`src/rtl/vip_params.svh`:
```
// Constants of the vectored interrupt prioritizer: addresses, widths, offsets.
`ifndef VIP_PARAMS_SVH
`define VIP_PARAMS_SVH
`define VIP_NUM_IRQ        118
`define VIP_NUM_TRAP       8
`define VIP_IRQ_IDX_W      7
`define VIP_PRIO_W         3
`define VIP_LVL_W          4
`define VIP_ADDR_W         24
`define VIP_DATA_W         16
`define VIP_REG_AW         8
`define VIP_TRAP_BASE      24'h000004
`define VIP_IRQ_BASE       24'h000014
`define VIP_ALT_OFFSET     24'h000100
`define VIP_RESET_PC       24'h000000
`define VIP_CODE_START     24'h000200
`define VIP_PRIO_BLOCK     3'h7
`define VIP_PRIO_RESET     3'h4
`define VIP_TRAP_LVL_BIT   3
`define VIP_ALT_BIT        15
`define VIP_TRAP_MASK      8'h1E
`define VIP_NUM_FLAG_REGS  8
`define VIP_NUM_PRIO_REGS  30
`define VIP_PER_PRIO_REG   4
`define VIP_OFF_CTRL2      8'h00
`define VIP_OFF_STATUS     8'h01
`define VIP_OFF_FLAG       8'h10
`define VIP_OFF_ENABLE     8'h20
`define VIP_OFF_PRIO       8'h30
`define VIP_ENTRY_CYCLES   3'h3
`define VIP_EXIT_CYCLES    3'h3
`endif

```
`src/rtl/vip_pkg.sv`:
```
// Types shared by the vectored interrupt prioritizer.
package vip_pkg;
	typedef enum logic [1:0] {VIP_IDLE, VIP_ENTRY, VIP_SERVICE, VIP_RETURN}
		vip_state_t;
	typedef struct packed {
		logic        valid;
		logic        is_trap;
		logic [6:0]  vec_num;
		logic [3:0]  level;
	} vip_win_t;
	typedef struct packed {
		logic        req;
		logic [23:0] vec_addr;
		logic [6:0]  vec_num;
		logic [3:0]  level;
	} vip_core_req_t;
endpackage : vip_pkg

```
`src/rtl/vip_prioritizer.sv`:
```
// Vectored interrupt prioritizer: flags, enables, levels, vector fetch.
`timescale 1ns/1ps
`include "vip_params.svh"
////////////////////////////////////////////////////////////////////////////////
// Function
// - Merge all peripheral and pin requests into one core request output.
// - Eight traps precede interrupts; user priority never blocks them.
// - Each user source gets a software-set priority level used in arbitration.
// - Primary table starts at 000004h: 8 traps then 118 interrupt vectors.
// - Each vector entry is a 24-bit handler start address.
// - At equal conditions the lower table address wins; vector 0 beats all.
// - Equal user levels break ties by fixed order, never rotation.
// - Alternate-select bit 15 of control two redirects all vector fetches.
// - Alternate table mirrors primary layout at plus 100h, from 000104h.
// - Traps: 1 oscillator fail, 2 address, 3 stack, 4 math; others reserved.
// - Reset clears registers except priority fields, which reset to 4, and forces the program counter to zero.
// - Interrupt vector n sits at 000014h plus two times n.
// - Each source has its own distinct vector address.
// - Entry and return take fixed cycle counts for every source.
// - Tables end at 0001FEh; program code begins at 000200h.
// - Request flags set by hardware stay set until software clears them.
// - Flag, enable and priority banks are ordered by vector number.
// - Accepted request latches 7-bit vector number and 4-bit new level.
// - Processor level 111 holds off user interrupts but not traps.
module vip_prioritizer (
	input  wire logic                       clk,          // system clock
	input  wire logic                       rst,          // async reset
	input  wire logic [`VIP_NUM_IRQ-1:0]    irq_in,       // source set pulses
	input  wire logic [`VIP_NUM_TRAP-1:0]   trap_in,      // trap events
	input  wire logic [2:0]                 cpu_priority_level, // core level
	input  wire logic                       ack,          // core takes request
	input  wire logic                       ret,          // core returns
	input  wire logic [`VIP_REG_AW-1:0]     addr,         // register index
	input  wire logic [`VIP_DATA_W-1:0]     wdata,        // write data
	input  wire logic                       wr,           // write strobe
	input  wire logic                       rd,           // read strobe
	output logic [`VIP_DATA_W-1:0]          rdata,        // read data
	output vip_pkg::vip_core_req_t          core_req,     // request to core
	output logic                            busy,         // entry, service or return
	output logic [`VIP_ADDR_W-1:0]          pc_reset      // reset program ctr
);
	////////////////////////////////////////////////////////////////////////
	logic [`VIP_NUM_IRQ-1:0]      request_flag_bank_q;
	logic [`VIP_NUM_IRQ-1:0]      enable_bank_q;
	logic [`VIP_PRIO_W-1:0]       priority_field_bank_q [`VIP_NUM_IRQ];
	logic [`VIP_NUM_TRAP-1:0]     trap_flag_q;
	logic [`VIP_DATA_W-1:0]       interrupt_control_two_q;
	logic [6:0]                   latched_vector_number_q;
	logic [3:0]                   latched_new_level_q;
	vip_pkg::vip_state_t          state_q;
	logic [2:0]                   cnt_q;
	vip_pkg::vip_win_t            win;
	vip_pkg::vip_win_t            cur_q;
	logic [`VIP_NUM_IRQ-1:0]      flag_wr_mask;
	logic [`VIP_NUM_IRQ-1:0]      en_wr_mask;
	logic                         alt_table_select;
	logic [`VIP_ADDR_W-1:0]       vec_addr;

	assign alt_table_select = interrupt_control_two_q[`VIP_ALT_BIT];
	assign pc_reset = `VIP_RESET_PC;

	////////////////////////////////////////////////////////////////////////
	// Register write decode per source; bank slot follows vector order.
	genvar g;
	generate
		for (g = 0; g < `VIP_NUM_IRQ; g++) begin : g_src
			localparam int W = g / `VIP_DATA_W;
			localparam int B = g % `VIP_DATA_W;
			localparam int P = g / `VIP_PER_PRIO_REG;
			localparam int F = (g % `VIP_PER_PRIO_REG) * 4;
			assign flag_wr_mask[g] = wr && (addr ==
				`VIP_REG_AW'(`VIP_OFF_FLAG + W));
			assign en_wr_mask[g] = wr && (addr ==
				`VIP_REG_AW'(`VIP_OFF_ENABLE + W));
			// Hardware set wins over a software clear in the same cycle.
			always_ff @(posedge clk or posedge rst) begin
				if (rst) begin
					request_flag_bank_q[g] <= 1'b0;
				end else if (irq_in[g]) begin
					request_flag_bank_q[g] <= 1'b1;
				end else if (flag_wr_mask[g]) begin
					request_flag_bank_q[g] <= wdata[B];
				end else if (state_q == vip_pkg::VIP_ENTRY && cnt_q == 3'h0
					&& !cur_q.is_trap && cur_q.vec_num == 7'(g)) begin
					request_flag_bank_q[g] <= request_flag_bank_q[g];
				end
			end
			always_ff @(posedge clk or posedge rst) begin
				if (rst) begin
					enable_bank_q[g] <= 1'b0;
				end else if (en_wr_mask[g]) begin
					enable_bank_q[g] <= wdata[B];
				end
			end
			always_ff @(posedge clk or posedge rst) begin
				if (rst) begin
					priority_field_bank_q[g] <= `VIP_PRIO_RESET;
				end else if (wr && addr ==
					`VIP_REG_AW'(`VIP_OFF_PRIO + P)) begin
					priority_field_bank_q[g] <= wdata[F +: 3];
				end
			end
		end
	endgenerate

	////////////////////////////////////////////////////////////////////////
	// Trap flags: hardware sets, software clears via status write.
	always_ff @(posedge clk or posedge rst) begin
		if (rst) begin
			trap_flag_q <= '0;
		end else begin
			trap_flag_q <= (trap_flag_q & ~(
				(wr && addr == `VIP_OFF_STATUS) ? wdata[7:0] : 8'h00))
				| (trap_in & `VIP_TRAP_MASK);
		end
	end

	always_ff @(posedge clk or posedge rst) begin
		if (rst) begin
			interrupt_control_two_q <= '0;
		end else if (wr && addr == `VIP_OFF_CTRL2) begin
			interrupt_control_two_q <= wdata;
		end
	end

	////////////////////////////////////////////////////////////////////////
	// Arbitration: traps first by lowest number, then highest user level,
	// ties broken by the lowest vector number.
	always_comb begin
		win = '0;
		for (int t = `VIP_NUM_TRAP - 1; t >= 0; t--) begin
			if (trap_flag_q[t]) begin
				win.valid   = 1'b1;
				win.is_trap = 1'b1;
				win.vec_num = 7'(t);
				win.level   = {1'b1, 3'h7};
			end
		end
		if (!win.valid && cpu_priority_level != `VIP_PRIO_BLOCK) begin
			for (int i = `VIP_NUM_IRQ - 1; i >= 0; i--) begin
				if (request_flag_bank_q[i] && enable_bank_q[i]
					&& priority_field_bank_q[i] > cpu_priority_level
					&& priority_field_bank_q[i] >= win.level[2:0]) begin
					win.valid   = 1'b1;
					win.vec_num = 7'(i);
					win.level   = {1'b0, priority_field_bank_q[i]};
				end
			end
		end
	end

	// Each source maps to its own two-byte slot in the chosen table.
	always_comb begin
		vec_addr = win.is_trap
			? `VIP_TRAP_BASE + {16'h0000, win.vec_num, 1'b0}
			: `VIP_IRQ_BASE + {16'h0000, win.vec_num, 1'b0};
		if (alt_table_select) begin
			vec_addr = vec_addr + `VIP_ALT_OFFSET;
		end
	end

	////////////////////////////////////////////////////////////////////////
	// Fixed-length entry and return sequences.
	always_ff @(posedge clk or posedge rst) begin
		if (rst) begin
			state_q <= vip_pkg::VIP_IDLE;
			cnt_q   <= '0;
			cur_q   <= '0;
		end else begin
			unique case (state_q)
				vip_pkg::VIP_IDLE: begin
					cur_q <= win;
					if (win.valid && ack) begin
						state_q <= vip_pkg::VIP_ENTRY;
						cnt_q   <= `VIP_ENTRY_CYCLES;
					end
				end
				vip_pkg::VIP_ENTRY: begin
					cnt_q <= cnt_q - 3'h1;
					if (cnt_q == 3'h1) begin
						state_q <= vip_pkg::VIP_SERVICE;
					end
				end
				vip_pkg::VIP_SERVICE: begin
					if (ret) begin
						state_q <= vip_pkg::VIP_RETURN;
						cnt_q   <= `VIP_EXIT_CYCLES;
					end
				end
				vip_pkg::VIP_RETURN: begin
					cnt_q <= cnt_q - 3'h1;
					if (cnt_q == 3'h1) begin
						state_q <= vip_pkg::VIP_IDLE;
					end
				end
			endcase
		end
	end

	// Latch vector number and level when the core accepts a request in idle.
	always_ff @(posedge clk or posedge rst) begin
		if (rst) begin
			latched_vector_number_q <= '0;
			latched_new_level_q     <= '0;
		end else if (state_q == vip_pkg::VIP_IDLE && win.valid && ack) begin
			latched_vector_number_q <= win.is_trap ? win.vec_num
				: 7'(win.vec_num + 7'(`VIP_NUM_TRAP));
			latched_new_level_q     <= win.level;
		end
	end

	always_ff @(posedge clk or posedge rst) begin
		if (rst) begin
			core_req <= '0;
		end else begin
			core_req.req      <= win.valid && state_q == vip_pkg::VIP_IDLE
				&& !ack;
			core_req.vec_addr <= vec_addr;
			core_req.vec_num  <= win.is_trap ? win.vec_num
				: 7'(win.vec_num + 7'(`VIP_NUM_TRAP));
			core_req.level    <= win.level;
		end
	end
	assign busy = state_q != vip_pkg::VIP_IDLE;

	////////////////////////////////////////////////////////////////////////
	// Register read port, data one cycle after the strobe.
	always_ff @(posedge clk or posedge rst) begin
		if (rst) begin
			rdata <= '0;
		end else if (rd) begin
			rdata <= '0;
			if (addr == `VIP_OFF_CTRL2) begin
				rdata <= interrupt_control_two_q;
			end else if (addr == `VIP_OFF_STATUS) begin
				rdata <= {1'b0, latched_new_level_q, latched_vector_number_q,
					4'h0} | {8'h00, trap_flag_q};
			end else if (addr >= `VIP_OFF_FLAG && addr <
				`VIP_REG_AW'(`VIP_OFF_FLAG + `VIP_NUM_FLAG_REGS)) begin
				for (int b = 0; b < `VIP_DATA_W; b++) begin
					if (int'(addr - `VIP_OFF_FLAG) * 16 + b < `VIP_NUM_IRQ)
						rdata[b] <= request_flag_bank_q[
							int'(addr - `VIP_OFF_FLAG) * 16 + b];
				end
			end else if (addr >= `VIP_OFF_ENABLE && addr <
				`VIP_REG_AW'(`VIP_OFF_ENABLE + `VIP_NUM_FLAG_REGS)) begin
				for (int b = 0; b < `VIP_DATA_W; b++) begin
					if (int'(addr - `VIP_OFF_ENABLE) * 16 + b < `VIP_NUM_IRQ)
						rdata[b] <= enable_bank_q[
							int'(addr - `VIP_OFF_ENABLE) * 16 + b];
				end
			end else if (addr >= `VIP_OFF_PRIO && addr <
				`VIP_REG_AW'(`VIP_OFF_PRIO + `VIP_NUM_PRIO_REGS)) begin
				for (int j = 0; j < `VIP_PER_PRIO_REG; j++) begin
					if (int'(addr - `VIP_OFF_PRIO) * `VIP_PER_PRIO_REG + j
						< `VIP_NUM_IRQ) begin
						rdata[j * 4 +: 3] <=
							priority_field_bank_q[j + `VIP_PER_PRIO_REG
							* int'(addr - `VIP_OFF_PRIO)];
					end
				end
			end
		end
	end

	////////////////////////////////////////////////////////////////////////
	// Assertions.
	blocked_level_a: assert property (@(posedge clk) disable iff (rst)
		(cpu_priority_level == 3'h7 && trap_flag_q == '0) |=> !core_req.req)
		else $error("user request raised at blocked level");
	trap_first_a: assert property (@(posedge clk) disable iff (rst)
		(trap_flag_q != '0 && state_q == vip_pkg::VIP_IDLE && !ack) |=>
		(core_req.req && core_req.level == {1'b1, `VIP_PRIO_BLOCK}
		&& core_req.vec_num < 7'(`VIP_NUM_TRAP)))
		else $error("trap not chosen first");
	alt_addr_a: assert property (@(posedge clk) disable iff (rst)
		(alt_table_select && win.valid && !win.is_trap) |=>
		core_req.vec_addr >= 24'h000114)
		else $error("alternate address below table");
	entry_len_a: assert property (@(posedge clk) disable iff (rst)
		(state_q == vip_pkg::VIP_IDLE && win.valid && ack) |=>
		(state_q == vip_pkg::VIP_ENTRY)[*3] ##1
		state_q == vip_pkg::VIP_SERVICE)
		else $error("entry length wrong");
	return_len_a: assert property (@(posedge clk) disable iff (rst)
		(state_q == vip_pkg::VIP_SERVICE && ret) |=>
		(state_q == vip_pkg::VIP_RETURN)[*3] ##1 state_q == vip_pkg::VIP_IDLE)
		else $error("return length wrong");
	flag_sticky_a: assert property (@(posedge clk) disable iff (rst)
		(request_flag_bank_q[0] && !flag_wr_mask[0]) |=>
		request_flag_bank_q[0])
		else $error("flag dropped without software clear");
	latch_vec_a: assert property (@(posedge clk) disable iff (rst)
		(state_q == vip_pkg::VIP_IDLE && win.valid && ack && !win.is_trap)
		|=> latched_vector_number_q == 7'($past(win.vec_num) + 7'h08))
		else $error("vector number not latched");
	req_cause_a: assert property (@(posedge clk) disable iff (rst)
		core_req.req |-> $past(win.valid))
		else $error("request without a pending source");
	prim_addr_a: assert property (@(posedge clk) disable iff (rst)
		(!alt_table_select && win.valid && !win.is_trap) |=>
		core_req.vec_addr ==
		24'h000014 + {16'h0000, $past(win.vec_num), 1'b0})
		else $error("primary vector address wrong");
	table_bound_a: assert property (@(posedge clk) disable iff (rst)
		core_req.req |-> core_req.vec_addr < `VIP_CODE_START)
		else $error("vector address beyond tables");
	trap_cov: cover property (@(posedge clk) win.valid && win.is_trap && ack);
	irq_cov: cover property (@(posedge clk) win.valid && !win.is_trap && ack);
	alt_cov: cover property (@(posedge clk) alt_table_select && core_req.req);
	ret_cov: cover property (@(posedge clk) state_q == vip_pkg::VIP_RETURN);
endmodule : vip_prioritizer

```
`config.mk`:
```
export PLATFORM = sky130hd
export DESIGN_NAME = vip_prioritizer
export DESIGN_NICKNAME = d
export VERILOG_FILES = /design/src/rtl/vip_pkg.sv /design/src/rtl/vip_prioritizer.sv
export VERILOG_INCLUDE_DIRS = /design/src /design/src/rtl
export SDC_FILE = /design/constraint.sdc
export NUM_CORES = 2
export LEC_CHECK = 0
export ABC_CLOCK_PERIOD_IN_PS = 192700
export BUFFER_PORTS_ARGS = -buffer_cell sky130_fd_sc_hd__buf_2
export CAP_MARGIN = 5
export CORE_UTILIZATION = 55
export CTS_BUF_LIST = sky130_fd_sc_hd__clkbuf_4 sky130_fd_sc_hd__clkbuf_8
export DETAILED_ROUTE_END_ITERATION = 10
export PLACE_DENSITY = 0.72
export SYNTH_ARGS = -nofsm -noshare
export SYNTH_HDL_FRONTEND = slang
export SYNTH_SLANG_ARGS = --single-unit
```
`constraint.sdc`:
```
create_clock -name clk -period 192.7 [get_ports clk]
set_input_delay 48.175 -clock clk [delete_from_list [all_inputs] [get_ports clk]]
set_output_delay 48.175 -clock clk [all_outputs]
set_load 0.01 [all_outputs]
```
[Yosys cells after proc, flatten, opt, wreduce, memory -nomap -nowiden]
Cells that the tools add are included.
Storage, ports and cells
  latch bits: 0
  bits in registers: 682
  memories: 0
  ROM bits: 0
  memory bits (writable): 0
Cells by class
  equality and inequality tests: 56
  add/subtract/negate cells: 41
  magnitude comparators: 314
  shift-type cells: 0
  multiplexer cells: 770
  divide/modulo/power cells: 0
  reduce and logical (&&, ||, !) cells: 536
  $mul: 0
  bitwise operators: 8
Operators by type and width (count)
  11-bit 2-to-1 mux: 236
  32-bit by 8-bit less-than comparator with 1-bit output (second input constant): 31
  32-bit by 9-bit less-than comparator with 1-bit output (second input constant): 28
  1-bit 2-to-1 mux: 455
  1-bit logical AND: 410
  3-bit greater-or-equal comparator: 118
  3-bit > comparator: 118
  2-bit nonzero test: 119
  13-bit by 5-bit adder with 14-bit output (second input constant): 16
  1-bit binary-select mux with 7-bit select: 30
  8-bit by 6-bit == test with 1-bit output (second input constant): 24
  32-bit by 8-bit greater-or-equal comparator with 1-bit output (second input constant): 4
  32-bit inverter: 4
  13-bit by 4-bit adder with 14-bit output (second input constant): 8
  8-bit by 7-bit == test with 1-bit output (second input constant): 14
  13-bit 2-to-1 mux: 8
  3-bit binary-select mux with 7-bit select: 4
  3-bit 2-to-1 mux: 22
  8-bit by 5-bit == test with 1-bit output (second input constant): 8
  13-bit by 3-bit adder with 14-bit output (second input constant): 4
  16-bit 2-to-1 mux: 3
  13-bit by 2-bit adder with 14-bit output (second input constant): 2
  14-bit by 8-bit less-than comparator with 1-bit output (second input constant): 2
  14-bit by 9-bit less-than comparator with 1-bit output (second input constant): 2
  42 further kinds: 55

[Depth between registers and ports, before layout]
  depth after elaboration: 484
  depth in mapped cells: 850
  gate-level depth less buffers: 845

[Worst setup path after synthesis]
No wires, ideal clock.
  kind: input -> register
  from: in cpu_priority_level[2]
  to: reg latched_vector_number_q[5]
  path slack: -13.112 ns
  data arrival time: 205.684 ns
  path buffers: 4
  stages on the path: 812
  library setup time: 0.128 ns
  cells stage by stage: inv_1 -> ha_1 -> nand3_1 -> o2111ai_1 -> or3_1 -> o21a_1 -> ha_1 -> nor2b_1 -> o21ai_0 -> nand3_1 -> mux2i_1 -> inv_1 -> ha_1 -> and2_1 -> a21oi_1 -> or2b_2 -> o31ai_2 -> mux2i_1 -> (+776 left out) -> clkbuf_1 -> nor2_1 -> a21oi_1 -> ha_1 -> nand2b_1 -> a21oi_1 -> nor2b_1 -> o221ai_1 -> nand2_1 -> nor2_1 -> nand2_1 -> inv_1 -> nand4_1 -> or3b_2 -> nor4_2 -> xnor2_1 -> nor2_1 -> mux2_1
RTL lines
  start, declared: RTL line vip_prioritizer.sv:30  | input wire logic [2:0] cpu_priority_level,
  end signal, assigned: RTL line vip_prioritizer.sv:206  | latched_vector_number_q <= win.is_trap ? win.vec_num
  end, declared: RTL line vip_prioritizer.sv:48  | logic [6:0] latched_vector_number_q;

==> metrics.txt <==
HP Class=flip-flop to flip-flop; skew final=46.8 ps; deepest clock path buffer count=3; Die ar.=0.107 mm^2; Clk pwr share=35.7%; P_leak=0.0365 uW; antenna violations before repair=39; # port buffers=192; Area Overhead vs Synth=33.5%; final period utilization=103%; cell repeated most along the worst path=nand2b_4; Sink Count=666; synthesized area=0.0583 mm^2; RSZ-0062 raised after global routing=true; Pwr Density=5.60 mW/mm^2; Final Hold Violating Endpoints=0; grt total ovfl=0; Final WS setup=-5400 ps; leading area contributor after synthesis=dfrtp_1; final std cells w/o fill=9109; row count=119; routability cong.=1.04; WS Path Type=primary input to flip-flop; Yosys cell types=159; sw power=146 uW; Root Buffer=clkbuf_8; syn avg cell area=9.29 um^2; Post-DP Area=0.0698 mm^2; crit-path max cell delay=470 ps; DRT iter0 DRCs=7321; MaxCap Viol Count=0; Main synth FF type=dfrtp_1; count leader, synth=nand2_1; Vias=60700; post-DR vias/cell=6.66; initial core utilization=55.4%; sw frac=33.5%; DP Worst Slack=-6680 ps; H-tree Lvls=3; Least-Margin Pin Slew=1390 ps; final setup fails=35; DRC Markers=0; routed wire length=248000 um; Synth top area share=23.5%; Total Nets Final=8342; Worst setup SP type=primary input; Hold Buf Count CTS=0; CP endpoint kind=flip-flop; slowest CP cell=o41ai_4; I/O pin cnt=236; CP required=193380 ps; YS warnings=0; Skew-Pair Late Insertion Delay=840 ps; Post-synth EDFFs=0; post-route design area=0.0778 mm^2; Rel. slew slack=6.56%; fin. max-slew vios=0; dpl cells=8527; Die X=328 um; reg2reg start=trap_flag_q[3]; routed len/inst=27.3 um; layout cells sized above 1=43.4%; CP max FO=6; Synth Register Bits=666; top cells by area, synth=dfrtp_1, ha_1, mux2_2; Detail Placement HPWL=176000 um; first-pass detailed-route iteration total=8; global-route wire length before repair=358000 um; TritonCTS Buffers=117; GRT Overall Usage=44.4%; min cycle time layout=198100 ps; WP buf/inv=58; vias in the first global route=57400; worst hold start=latched_new_level_q[1]; sequential fraction of the synthesis area=28.8%; DRT antenna net count=0; clock slew seen by the registers of the worst setup and hold paths=60 ps; Core Region=0.105 mm^2; failing checks=setup timing; combinational share of power=27.9%; CP delay by family, top=compound AO/OA/AOI/OAI gates; Cells after Synth=6272; CP arrival=198770 ps; share of flip-flops with an asynchronous set or reset=100%; outcome=finished with violations; largest net degree at the start of global routing=176; Worst setup startpoint=cpu_priority_level[1]; Internal=290 uW; Fmax achieved=5.05 MHz; Core Util, Final=74.0%; most frequent cells after synthesis=nand2_1, ha_1, dfrtp_1; Peak VDD IR=0.00918 mV; CTS tree=done; Die H=328 um; Final TNS setup=-171790 ps; Seq pwr share=36.4%
-- through the flow --
step | total power [uW] | hold slack, ps
after global placement | 262 | 472
final | 436 | 497
after CTS | 426 | 495
after floorplan | 223 | 451
after global routing | 450 | 526
after detailed placement | 266 | 474
-- cells by family after synthesis --
group,share of synthesized area (%)
buf+inv,4.54
other cells,0.00643
xor+xnor,0.105
fa+ha+maj,13.0
mux,16.5
simple gates,16.7
flops,28.8
compound gates,20.3
-- repair_timing --
item                       in CTS  in global routing
setup buffers                 264                 91
pin swaps                     459                285
resized for setup             291                218
setup endpoints to repair      35                 35
-- sequential cells by signal (all words and copies together), names as in the netlist --
register / cells
cnt_q: 3
core_req: 20
enable_bank_q: 118
interrupt_control_two_q: 16
latched_new_level_q: 4
latched_vector_number_q: 7
priority_field_bank_q: 354
rdata: 16
request_flag_bank_q: 118
state_q: 2
trap_flag_q: 8
-- worst reg2reg max path: cells and delay by family (launching register included) --
kind / cells / cell delay, ps
AO/OA/AOI/OAI: 301 / 53490
adder cells (fa/ha/maj): 148 / 38970
buffers and inverters: 47 / 5260
flip-flops: 1 / 450
multiplexers: 48 / 15520
AND/OR/NAND/NOR: 278 / 38850
-- metal layers --
metal	wire length (um)	vias up	GRT usage (%)
met5	192	-	0
met4	17600	30	24.8
met3	34100	1002	15.0
met2	103000	3910	64.3
met1	93500	29700	58.1
li1	-	26000	-
-- final timing paths --
path,to,slack (ps),depth (start not counted)
hold / removal,latched_new_level_q[1],500,1
setup reg to reg,latched_vector_number_q[4],40120,822
min in group asynchronous,priority_field_bank_q[214],47370,2
max in group asynchronous,enable_bank_q[3],142990,4
hold reg to reg,latched_new_level_q[1],500,1
setup / recovery,latched_vector_number_q[4],-5400,895
-- power by group through the flow --
stage	sequential [uW]	clock (uW)	combinational, uW
finish	159	156	122
global route	159	161	130
CTS	158	155	113
detailed placement	160	0	106
global placement	159	0	102
floorplan	155	0	67.9
-- final cells by class --
| cell class | instances | area, um^2 |
|---|---|---|
| well taps | 1391 | 1740 |
| multi-input cells | 4995 | 44600 |
| inverters | 391 | 1490 |
| clock buffers | 178 | 2200 |
| flip-flops and latches | 666 | 16800 |
| diodes | 11 | 27.5 |
| repair buffers | 1435 | 10500 |
| clock inverters | 42 | 527 |
| fillers | 7318 | 27300 |
-- cell usage in the layout, fill, tap and decap left out, drive strengths merged, types with 178 or more instances in the layout --
master  instances
nand2         808
o21ai         340
dfrtp         548
clkbuf        178
inv           389
ha            577
a21oi         336
nor2          290
buf          1435
mux2          487
No activity file was read; power rests on OpenSTA's default activity.
